$ cat config.mk
export PLATFORM = sky130hd
export DESIGN_NAME = tsc_top
export DESIGN_NICKNAME = d
export VERILOG_FILES = /design/src/pkg/tsc_pkg.sv /design/src/rtl/tsc_top.sv
export VERILOG_INCLUDE_DIRS = /design/src /design/src/pkg
export SDC_FILE = /design/constraint.sdc
export NUM_CORES = 1
export LEC_CHECK = 0
export BUFFER_PORTS_ARGS = -buffer_cell sky130_fd_sc_hd__buf_2
export CAP_MARGIN = 25
export CORE_ASPECT_RATIO = 1.75
export CORE_MARGIN = 3
export CORE_UTILIZATION = 45
export CTS_CLUSTER_DIAMETER = 30
export DETAILED_ROUTE_END_ITERATION = 8
export PLACE_DENSITY = 0.67
export SYNTH_ARGS = -nofsm -noshare
export SYNTH_HDL_FRONTEND = slang
export SYNTH_SLANG_ARGS = --single-unit
$ cat constraint.sdc
create_clock -name pclk -period 3.25 [get_ports pclk]
set_clock_uncertainty 0.05 [all_clocks]
set_input_delay 0.65 -clock pclk [delete_from_list [all_inputs] [get_ports pclk]]
set_output_delay 0.65 -clock pclk [all_outputs]
set_load 0.1 [all_outputs]
$ cat src/pkg/tsc_defines.svh
// Purpose: constants of the trigger and status controller
// Assumes: 10 MHz pclk, APB register access
// Notes:   times stay in their own unit, cycle counts derive from them
`ifndef TSC_DEFINES_SVH
`define TSC_DEFINES_SVH

// --------------------------------------------------------------
// timing
// --------------------------------------------------------------
`define TSC_CLK_MHZ      10
`define TSC_HOLD_S       10
`define TSC_PURPLE_S     5
`define TSC_CYC_PER_S    1000000
`define TSC_EXPO_US_0    100
`define TSC_EXPO_US_1    200
`define TSC_EXPO_US_2    300
`define TSC_EXPO_US_3    400
`define TSC_BLINK_LAST   3'h3

// --------------------------------------------------------------
// register map
// --------------------------------------------------------------
`define TSC_OFF_CTRL     12'h000
`define TSC_OFF_IPADDR   12'h004
`define TSC_OFF_BLINK    12'h008
`define TSC_OFF_STATUS   12'h00C
`define TSC_CTRL_SLAVE   0
`define TSC_CTRL_FALL    1
`define TSC_CTRL_RANGE   3:2
`define TSC_CTRL_PSTATE  5:4
`define TSC_CTRL_MASK    32'h0000003F
`define TSC_CTRL_RST     32'h00000000
`define TSC_IP_DEFAULT   32'hC0A80165
`define TSC_BLINK_RST    24'h07A120
`define TSC_ST_EXPO      16
`define TSC_ST_RSTATE    19:17

`endif

$ cat src/pkg/tsc_pkg.sv
// Purpose: types of the trigger and status controller
// Assumes: nothing
// Notes:   encodings written out
package tsc_pkg;
	typedef enum logic [1:0] {
		PS_BCAST = 2'b00,
		PS_CONN  = 2'b01,
		PS_DRV   = 2'b10,
		PS_FW    = 2'b11
	} tsc_pstate_t;

	typedef enum logic [2:0] {
		RS_IDLE   = 3'b000,
		RS_WAIT   = 3'b001,
		RS_PURPLE = 3'b010,
		RS_BLINK  = 3'b011,
		RS_RST    = 3'b100
	} tsc_rstate_t;
endpackage

$ cat src/rtl/tsc_top.sv
// Purpose: frame trigger, address restore and status lamp control
// Assumes: inputs asynchronous to pclk are double-flopped, APB inputs are used directly
// Notes:   APB slave answers in the first access cycle
`timescale 1ns/1ns
`include "tsc_defines.svh"

module tsc_top #(
	parameter logic [26:0] HOLD_CYC   =
		27'(`TSC_HOLD_S * `TSC_CLK_MHZ * `TSC_CYC_PER_S),
	parameter logic [26:0] PURPLE_CYC =
		27'(`TSC_PURPLE_S * `TSC_CLK_MHZ * `TSC_CYC_PER_S)
) (
	input  wire logic        pclk,
	input  wire logic        presetn,
	input  wire logic        psel,
	input  wire logic        penable,
	input  wire logic        pwrite,
	input  wire logic [11:0] paddr,
	input  wire logic [31:0] pwdata,
	output logic             pready,
	output logic [31:0]      prdata,
	output logic             pslverr,
	input  wire logic        frame_trigger,
	input  wire logic        address_restore_input,
	input  wire logic        restore_button,
	output logic             acq_start,
	output logic             exposure_active,
	output logic [31:0]      net_address,
	output logic             lamp_red,
	output logic             lamp_green,
	output logic             lamp_blue,
	output logic             self_reset
);
	import tsc_pkg::*;

	// --------------------------------------------------------------
	// helpers
	// --------------------------------------------------------------
	function automatic logic [11:0] expo_cycles(input logic [1:0] m);
		case (m)
			2'h0:    expo_cycles = 12'(`TSC_EXPO_US_0 * `TSC_CLK_MHZ);
			2'h1:    expo_cycles = 12'(`TSC_EXPO_US_1 * `TSC_CLK_MHZ);
			2'h2:    expo_cycles = 12'(`TSC_EXPO_US_2 * `TSC_CLK_MHZ);
			default: expo_cycles = 12'(`TSC_EXPO_US_3 * `TSC_CLK_MHZ);
		endcase
	endfunction

	function automatic logic mapped(input logic [11:0] a);
		mapped = (a == `TSC_OFF_CTRL) || (a == `TSC_OFF_IPADDR) ||
			(a == `TSC_OFF_BLINK) || (a == `TSC_OFF_STATUS);
	endfunction

	// --------------------------------------------------------------
	// state
	// --------------------------------------------------------------
	logic        trig_s1_reg, trig_s2_reg, trig_prev_reg;
	logic        rin_s1_reg, rin_s2_reg, btn_s1_reg, btn_s2_reg;
	logic [31:0] ctrl_reg, ctrl_next;
	logic [31:0] ip_reg, ip_next;
	logic [23:0] blink_reg, blink_next;
	logic        pready_reg, pready_next;
	logic [31:0] prdata_reg, prdata_next;
	logic        pslverr_reg, pslverr_next;
	logic        acq_reg, acq_next;
	logic        expo_reg, expo_next;
	logic [11:0] expo_cnt_reg, expo_cnt_next;
	logic [15:0] frame_cnt_reg, frame_cnt_next;
	logic [23:0] tick_cnt_reg, tick_cnt_next;
	logic        phase_reg, phase_next;
	logic        tick;
	tsc_rstate_t rs_reg, rs_next;
	logic [26:0] hold_cnt_reg, hold_cnt_next;
	logic [2:0]  bl_cnt_reg, bl_cnt_next;
	logic        sreset_reg, sreset_next;
	logic        red_reg, red_next, green_reg, green_next;
	logic        blue_reg, blue_next;
	logic        trig_edge, accept, hold_active, wr_en, ip_restore;
	tsc_pstate_t pstate;

	assign pready          = pready_reg;
	assign prdata          = prdata_reg;
	assign pslverr         = pslverr_reg;
	assign acq_start       = acq_reg;
	assign exposure_active = expo_reg;
	assign net_address     = ip_reg;
	assign lamp_red        = red_reg;
	assign lamp_green      = green_reg;
	assign lamp_blue       = blue_reg;
	assign self_reset      = sreset_reg;
	assign pstate          = tsc_pstate_t'(ctrl_reg[`TSC_CTRL_PSTATE]);

	// --------------------------------------------------------------
	// input synchronisers
	// --------------------------------------------------------------
	always_ff @(posedge pclk or negedge presetn) begin
		if (!presetn) begin
			trig_s1_reg   <= 1'b0;
			trig_s2_reg   <= 1'b0;
			trig_prev_reg <= 1'b0;
			rin_s1_reg    <= 1'b0;
			rin_s2_reg    <= 1'b0;
			btn_s1_reg    <= 1'b0;
			btn_s2_reg    <= 1'b0;
		end else begin
			trig_s1_reg   <= frame_trigger;
			trig_s2_reg   <= trig_s1_reg;
			trig_prev_reg <= trig_s2_reg;
			rin_s1_reg    <= address_restore_input;
			rin_s2_reg    <= rin_s1_reg;
			btn_s1_reg    <= restore_button;
			btn_s2_reg    <= btn_s1_reg;
		end
	end

	// --------------------------------------------------------------
	// apb slave and registers
	// --------------------------------------------------------------
	assign wr_en = psel && penable && pready_reg && pwrite && !pslverr_reg;
	assign ip_restore = (rs_reg == RS_IDLE) && hold_active &&
		(hold_cnt_reg == HOLD_CYC - 27'h1);

	always_comb begin
		pready_next  = psel && !penable;
		pslverr_next = psel && !penable && !mapped(paddr);
		prdata_next  = prdata_reg;
		ctrl_next    = ctrl_reg;
		ip_next      = ip_reg;
		blink_next   = blink_reg;
		if (psel && !penable) begin
			prdata_next = 32'h00000000;
			case (paddr)
				`TSC_OFF_CTRL:   prdata_next = ctrl_reg;
				`TSC_OFF_IPADDR: prdata_next = ip_reg;
				`TSC_OFF_BLINK:  prdata_next = {8'h00, blink_reg};
				`TSC_OFF_STATUS: begin
					prdata_next[15:0]           = frame_cnt_reg;
					prdata_next[`TSC_ST_EXPO]   = expo_reg;
					prdata_next[`TSC_ST_RSTATE] = rs_reg;
				end
				default:         prdata_next = 32'h00000000;
			endcase
		end
		if (wr_en) begin
			case (paddr)
				`TSC_OFF_CTRL:   ctrl_next = pwdata & `TSC_CTRL_MASK;
				`TSC_OFF_IPADDR: ip_next = pwdata;
				`TSC_OFF_BLINK:  blink_next = pwdata[23:0];
				default:         ctrl_next = ctrl_reg;
			endcase
		end
		// a restore beats a software write in the same cycle
		if (ip_restore)
			ip_next = `TSC_IP_DEFAULT;
	end

	always_ff @(posedge pclk or negedge presetn) begin
		if (!presetn) begin
			pready_reg  <= 1'b0;
			pslverr_reg <= 1'b0;
			prdata_reg  <= 32'h00000000;
			ctrl_reg    <= `TSC_CTRL_RST;
			ip_reg      <= `TSC_IP_DEFAULT;
			blink_reg   <= `TSC_BLINK_RST;
		end else begin
			pready_reg  <= pready_next;
			pslverr_reg <= pslverr_next;
			prdata_reg  <= prdata_next;
			ctrl_reg    <= ctrl_next;
			ip_reg      <= ip_next;
			blink_reg   <= blink_next;
		end
	end

	// --------------------------------------------------------------
	// frame trigger and exposure
	// --------------------------------------------------------------
	// edges during an exposure are dropped: one trigger, one frame
	assign trig_edge = ctrl_reg[`TSC_CTRL_FALL] ?
		(trig_prev_reg && !trig_s2_reg) :
		(!trig_prev_reg && trig_s2_reg);
	assign accept = ctrl_reg[`TSC_CTRL_SLAVE] && trig_edge && !expo_reg;

	always_comb begin
		acq_next       = 1'b0;
		expo_next      = expo_reg;
		expo_cnt_next  = expo_cnt_reg;
		frame_cnt_next = frame_cnt_reg;
		if (accept) begin
			acq_next       = 1'b1;
			expo_next      = 1'b1;
			expo_cnt_next  = expo_cycles(ctrl_reg[`TSC_CTRL_RANGE]);
			frame_cnt_next = frame_cnt_reg + 16'h0001;
		end else if (expo_reg) begin
			expo_cnt_next = expo_cnt_reg - 12'h001;
			if (expo_cnt_reg == 12'h001)
				expo_next = 1'b0;
		end
	end

	always_ff @(posedge pclk or negedge presetn) begin
		if (!presetn) begin
			acq_reg       <= 1'b0;
			expo_reg      <= 1'b0;
			expo_cnt_reg  <= 12'h000;
			frame_cnt_reg <= 16'h0000;
		end else begin
			acq_reg       <= acq_next;
			expo_reg      <= expo_next;
			expo_cnt_reg  <= expo_cnt_next;
			frame_cnt_reg <= frame_cnt_next;
		end
	end

	// --------------------------------------------------------------
	// blink tick
	// --------------------------------------------------------------
	assign tick = (tick_cnt_reg >= blink_reg);

	always_comb begin
		tick_cnt_next = tick ? 24'h000000 : tick_cnt_reg + 24'h000001;
		phase_next    = tick ? !phase_reg : phase_reg;
	end

	always_ff @(posedge pclk or negedge presetn) begin
		if (!presetn) begin
			tick_cnt_reg <= 24'h000000;
			phase_reg    <= 1'b0;
		end else begin
			tick_cnt_reg <= tick_cnt_next;
			phase_reg    <= phase_next;
		end
	end

	// --------------------------------------------------------------
	// address restore sequence
	// --------------------------------------------------------------
	assign hold_active = rin_s2_reg || btn_s2_reg;

	always_comb begin
		rs_next       = rs_reg;
		hold_cnt_next = hold_cnt_reg;
		bl_cnt_next   = bl_cnt_reg;
		sreset_next   = 1'b0;
		case (rs_reg)
			RS_IDLE: begin
				hold_cnt_next = hold_active ? hold_cnt_reg + 27'h1 : 27'h0;
				if (ip_restore) begin
					rs_next       = RS_WAIT;
					hold_cnt_next = 27'h0;
				end
			end
			RS_WAIT: begin
				if (!hold_active)
					rs_next = RS_PURPLE;
			end
			RS_PURPLE: begin
				hold_cnt_next = hold_cnt_reg + 27'h1;
				if (hold_cnt_reg == PURPLE_CYC - 27'h1) begin
					rs_next     = RS_BLINK;
					bl_cnt_next = 3'h0;
				end
			end
			RS_BLINK: begin
				if (tick) begin
					bl_cnt_next = bl_cnt_reg + 3'h1;
					if (bl_cnt_reg == `TSC_BLINK_LAST)
						rs_next = RS_RST;
				end
			end
			RS_RST: begin
				sreset_next   = 1'b1;
				hold_cnt_next = 27'h0;
				rs_next       = RS_IDLE;
			end
			default: rs_next = RS_IDLE;
		endcase
	end

	// --------------------------------------------------------------
	// lamp
	// --------------------------------------------------------------
	always_comb begin
		red_next   = 1'b0;
		green_next = 1'b0;
		blue_next  = 1'b0;
		case (rs_reg)
			RS_WAIT:   blue_next = 1'b0;
			RS_PURPLE: begin
				red_next  = 1'b1;
				blue_next = 1'b1;
			end
			RS_BLINK: begin
				// starts dark so both flashes stand apart from purple
				red_next  = bl_cnt_reg[0];
				blue_next = bl_cnt_reg[0];
			end
			RS_RST:    blue_next = 1'b0;
			default: begin
				case (pstate)
					PS_CONN:  blue_next = 1'b1;
					PS_DRV:   green_next = phase_reg;
					PS_FW: begin
						red_next   = 1'b1;
						green_next = 1'b1;
						blue_next  = 1'b1;
					end
					default:  blue_next = phase_reg;
				endcase
			end
		endcase
	end

	always_ff @(posedge pclk or negedge presetn) begin
		if (!presetn) begin
			rs_reg       <= RS_IDLE;
			hold_cnt_reg <= 27'h0;
			bl_cnt_reg   <= 3'h0;
			sreset_reg   <= 1'b0;
			red_reg      <= 1'b0;
			green_reg    <= 1'b0;
			blue_reg     <= 1'b0;
		end else begin
			rs_reg       <= rs_next;
			hold_cnt_reg <= hold_cnt_next;
			bl_cnt_reg   <= bl_cnt_next;
			sreset_reg   <= sreset_next;
			red_reg      <= red_next;
			green_reg    <= green_next;
			blue_reg     <= blue_next;
		end
	end

	// cycles the exposure has stood so far; a counter stands in for a
	// long delay range, which the property tools would have to unroll
	logic [11:0] expo_len_reg, expo_len_next;
	always_comb
		expo_len_next = exposure_active ? expo_len_reg + 12'h001 : 12'h000;
	always_ff @(posedge pclk or negedge presetn) begin
		if (!presetn)
			expo_len_reg <= 12'h000;
		else
			expo_len_reg <= expo_len_next;
	end
endmodule

==> results.ini <==
[timing]
fin_tns_setup_ns = 0
slew_viol_final = 0
setup_ws_ns = 0.264
max_freq_mhz = 335
finalSetupViolCount = 0
min_period_ns = 2.99
hold_viol = 0
worst_slew_pin_slew_ns = 0.674
rsz0062_at_grt = no
max_slew_margin_pct = 54.7
fin_crit_sh_pct = 91.9

[place]
pre_cts_ws_ns = 0.328
placed_area_sq_um = 10700
numPortBuffers = 123
post-place-cells = 1334
hpwlAfterDp_microns = 17300
gp_congestion = 0.848

[die]
core_sq_um = 21100
initial_core_util_pct = 46.2
fp.dieArea_sq_um = 23500
die_h_microns = 201
core.rowCount = 70
io_pins = 124
die_x_microns = 117

[worst_setup_path]
required_ns = 3.52
r2r-start = blink_reg[15]$_DFFE_PN1P_
regToRegSetupSlack_ns = 0.26
endpoint = tick_cnt_reg[16]$_DFF_PN0_
end_kind = flip-flop
cp.arrival_ns = 3.26
reg2regPathDepth = 9
rr_endpoint = tick_cnt_reg[16]$_DFF_PN0_
critPathLaunch = blink_reg[15]$_DFFE_PN1P_
crit_path_start_kind = flip-flop
cp_max_fo = 17
worstSetupPathType = reg2reg

[pwr]
netSwitchingPower_mw = 1.14
p_comb_share_pct = 5.7
seqPwrFrac_pct = 52.8
intPower_mw = 3.57
leakage_nw = 5.21
cellPowerDensity_nw_per_um2 = 418
power_frac_clock_pct = 41.5
peakVddDrop_mv = 0.314
sw_frac_of_total_pct = 24.2
p_total_mw = 4.71

[status]
outcome = finished clean

[cts]
ctsHoldBuffers = 0
post_cts_resized = 0
cts_setup_buffers = 0
cts_tree = built
clk_latency_ns = 0.44
htree_num_levels = 4
path_clk_slew_ns = 0.07
cts_buffer_depth = 2
cts_buffers = 17
numClockSinks = 195
clockRootBuffer = clkbuf_16

[yosys]
yosysSeqAreaShare_pct = 50.3
yosys_most_used_dff = dfrtp_1
ys_types = 66
netlist_area_sq_um = 9740
ys_ff_latch = 195
syn_nets = 1030
syn_inst = 942
postSynth.asyncResetShare_pct = 100
syn_area_per_cell_sq_um = 10.3
ys_warn_count = 0
synth_edf_count = 0

[routing]
wl_per_cell_microns = 17.0
num_vias = 7317
firstDrtPassIters = 4
final_antenna_net_count = 0
vias_per_cell = 5.36
drc = 0
first_iter_violations = 422
routed_wirelength_microns = 23200

[final_layout]
fin_cells = 1366
area_delta_synth_final_pct = 15.6
nNetsFinal = 1153
drive_gt1_share_pct = 22.4
fin_area_sq_um = 11300
diodes = 0

[worst_hold_path]
hold_path_class = in2async

[global_route]
grt_usage_pct = 20.3
gr-total-overflow = 0
grt_pass1_wl_microns = 37600
grt_start_max_net_pins = 75
antenna_found_initial = 0
grt_pass1_vias = 7437

[job]
max_cap_violations = 0

[metal layers]
| layer | vias up | global-route usage [%] | share of wire, % |
|---|---|---|---|
| met4 | 0 | 8.36 | 3.0 |
| li1 | 3528 | - | - |
| met3 | 39 | 3.32 | 2.9 |
| met5 | - | 0 | 0 |
| met2 | 148 | 36.5 | 55 |
| met1 | 3602 | 23.2 | 39 |
[final cells by class]
| type | instances | area, sq um |
|---|---|---|
| Inverter | 38 | 143 |
| Tap cell | 288 | 360 |
| Fill cell | 1896 | 9840 |
| Multi-Input combinational cell | 668 | 4500 |
| Timing Repair Buffer | 145 | 827 |
| Clock buffer | 22 | 464 |
| Sequential cell | 195 | 4900 |
| Clock inverter | 10 | 75.1 |
[cell usage in the layout (no fill, tap or decap), types with 5 or more instances in the layout]
cell       Yosys  layout
a211oi_1       5       5
mux2_1         7       7
nor4b_1        5       5
dfstp_2       17      17
dfrtp_1      178     178
and4_1         7       7
ha_1          36      36
o31ai_1       16      16
and3_1        10      10
o21ai_0       52      52
buf_4          1      19
nand3_1       26      26
a21oi_1       24      24
inv_1         38      38
mux2i_1       34      34
nand4_1       20      20
nor3_1        14      14
xor2_1        44      44
mux4_2         6       6
mux2_2        23      23
nand2b_1       9       8
xnor2_1       21      21
clkbuf_16      0      17
nor2_1       105     105
a22oi_1       20      20
nand2_1      118     118
buf_2          9     122
[power groups by stage]
stage / registers [mW] / clock network [mW] / logic (mW)
final: 2.49 / 1.96 / 0.269
after global routing: 2.49 / 2.10 / 0.302
after floorplan: 2.55 / 0 / 0.119
after global placement: 2.53 / 0 / 0.272
after detailed placement: 2.53 / 0 / 0.274
after CTS: 2.49 / 2.02 / 0.275
[Yosys cell counts (3+ instances only)]
cell type / n / area, sq um
nor4b_1: 5 / 43.8
mux2_1: 7 / 78.8
and2_1: 3 / 18.8
buf_2: 9 / 45.0
nor4_4: 3 / 63.8
a22oi_1: 20 / 150
or2_2: 4 / 25.0
clkbuf_1: 25 / 93.8
nand2b_1: 9 / 56.3
a21oi_1: 24 / 120
nor3_1: 14 / 70.1
and4_1: 7 / 61.3
inv_1: 38 / 143
nand4_1: 20 / 125
a211oi_1: 5 / 37.5
xor2_1: 44 / 385
nor2b_1: 4 / 25.0
xnor2_1: 21 / 184
nand3_1: 26 / 130
buf_6: 5 / 56.3
o31ai_1: 16 / 120
mux4_2: 6 / 135
o21ai_0: 52 / 260
a31oi_1: 3 / 18.8
nor3b_1: 4 / 30.0
mux2_2: 23 / 259
dfstp_2: 17 / 447
a21o_1: 4 / 30.0
dfrtp_1: 178 / 4450
nand2_1: 118 / 443
nor4_1: 4 / 25.0
and3_1: 10 / 62.6
mux2i_1: 34 / 340
ha_1: 36 / 450
nor2_1: 105 / 394
or3_1: 4 / 25.0
[worst min path at each step]
stage / start / endpoint / slack, ns / cells after the start
after detailed placement: rin_s1_reg$_DFF_PN0_ / rin_s2_reg$_DFF_PN0_ / 0.29 / 0
final: presetn / hold_cnt_reg[23]$_DFFE_PN0P_ / 0.15 / 1
after CTS: presetn / hold_cnt_reg[23]$_DFFE_PN0P_ / 0.18 / 1
after global routing: presetn / hold_cnt_reg[24]$_DFFE_PN0P_ / 0.21 / 1
after floorplan: btn_s1_reg$_DFF_PN0_ / btn_s2_reg$_DFF_PN0_ / 0.28 / 0
after global placement: trig_s1_reg$_DFF_PN0_ / trig_s2_reg$_DFF_PN0_ / 0.28 / 0
[logic make-up (layout without fill, tap and decap cells)]
family / after synthesis / after routing / share of synthesized area, %
simple gates: 356 / 356 / 18.0
flops: 195 / 195 / 50.3
compound gates: 141 / 141 / 9.25
buf+inv: 79 / 215 / 3.58
mux: 70 / 70 / 8.35
xor+xnor: 65 / 65 / 5.84
fa+ha+maj: 36 / 36 / 4.62
[worst max-delay path, stage by stage, from the launching register on]
cell	delay, ns
dfstp_2	0.53
inv_1	0.05
ha_1	0.31
nand4_1	0.13
nor3_1	0.29
or4b_1	0.47
a31oi_1	0.31
or2_1	0.45
buf_12	0.21
nor2_1	0.06
[stage by stage]
stage | hold WS, ns | utilization, %
5_1_grt | 0.210 | 53.4
2_1_floorplan | 0.281 | -
4_1_cts | 0.181 | 53.4
6_report | 0.155 | 53.4
3_5_place_dp | 0.292 | 50.8
3_3_place_gp | 0.284 | 50.8
Power figures use the tool's default switching activity.
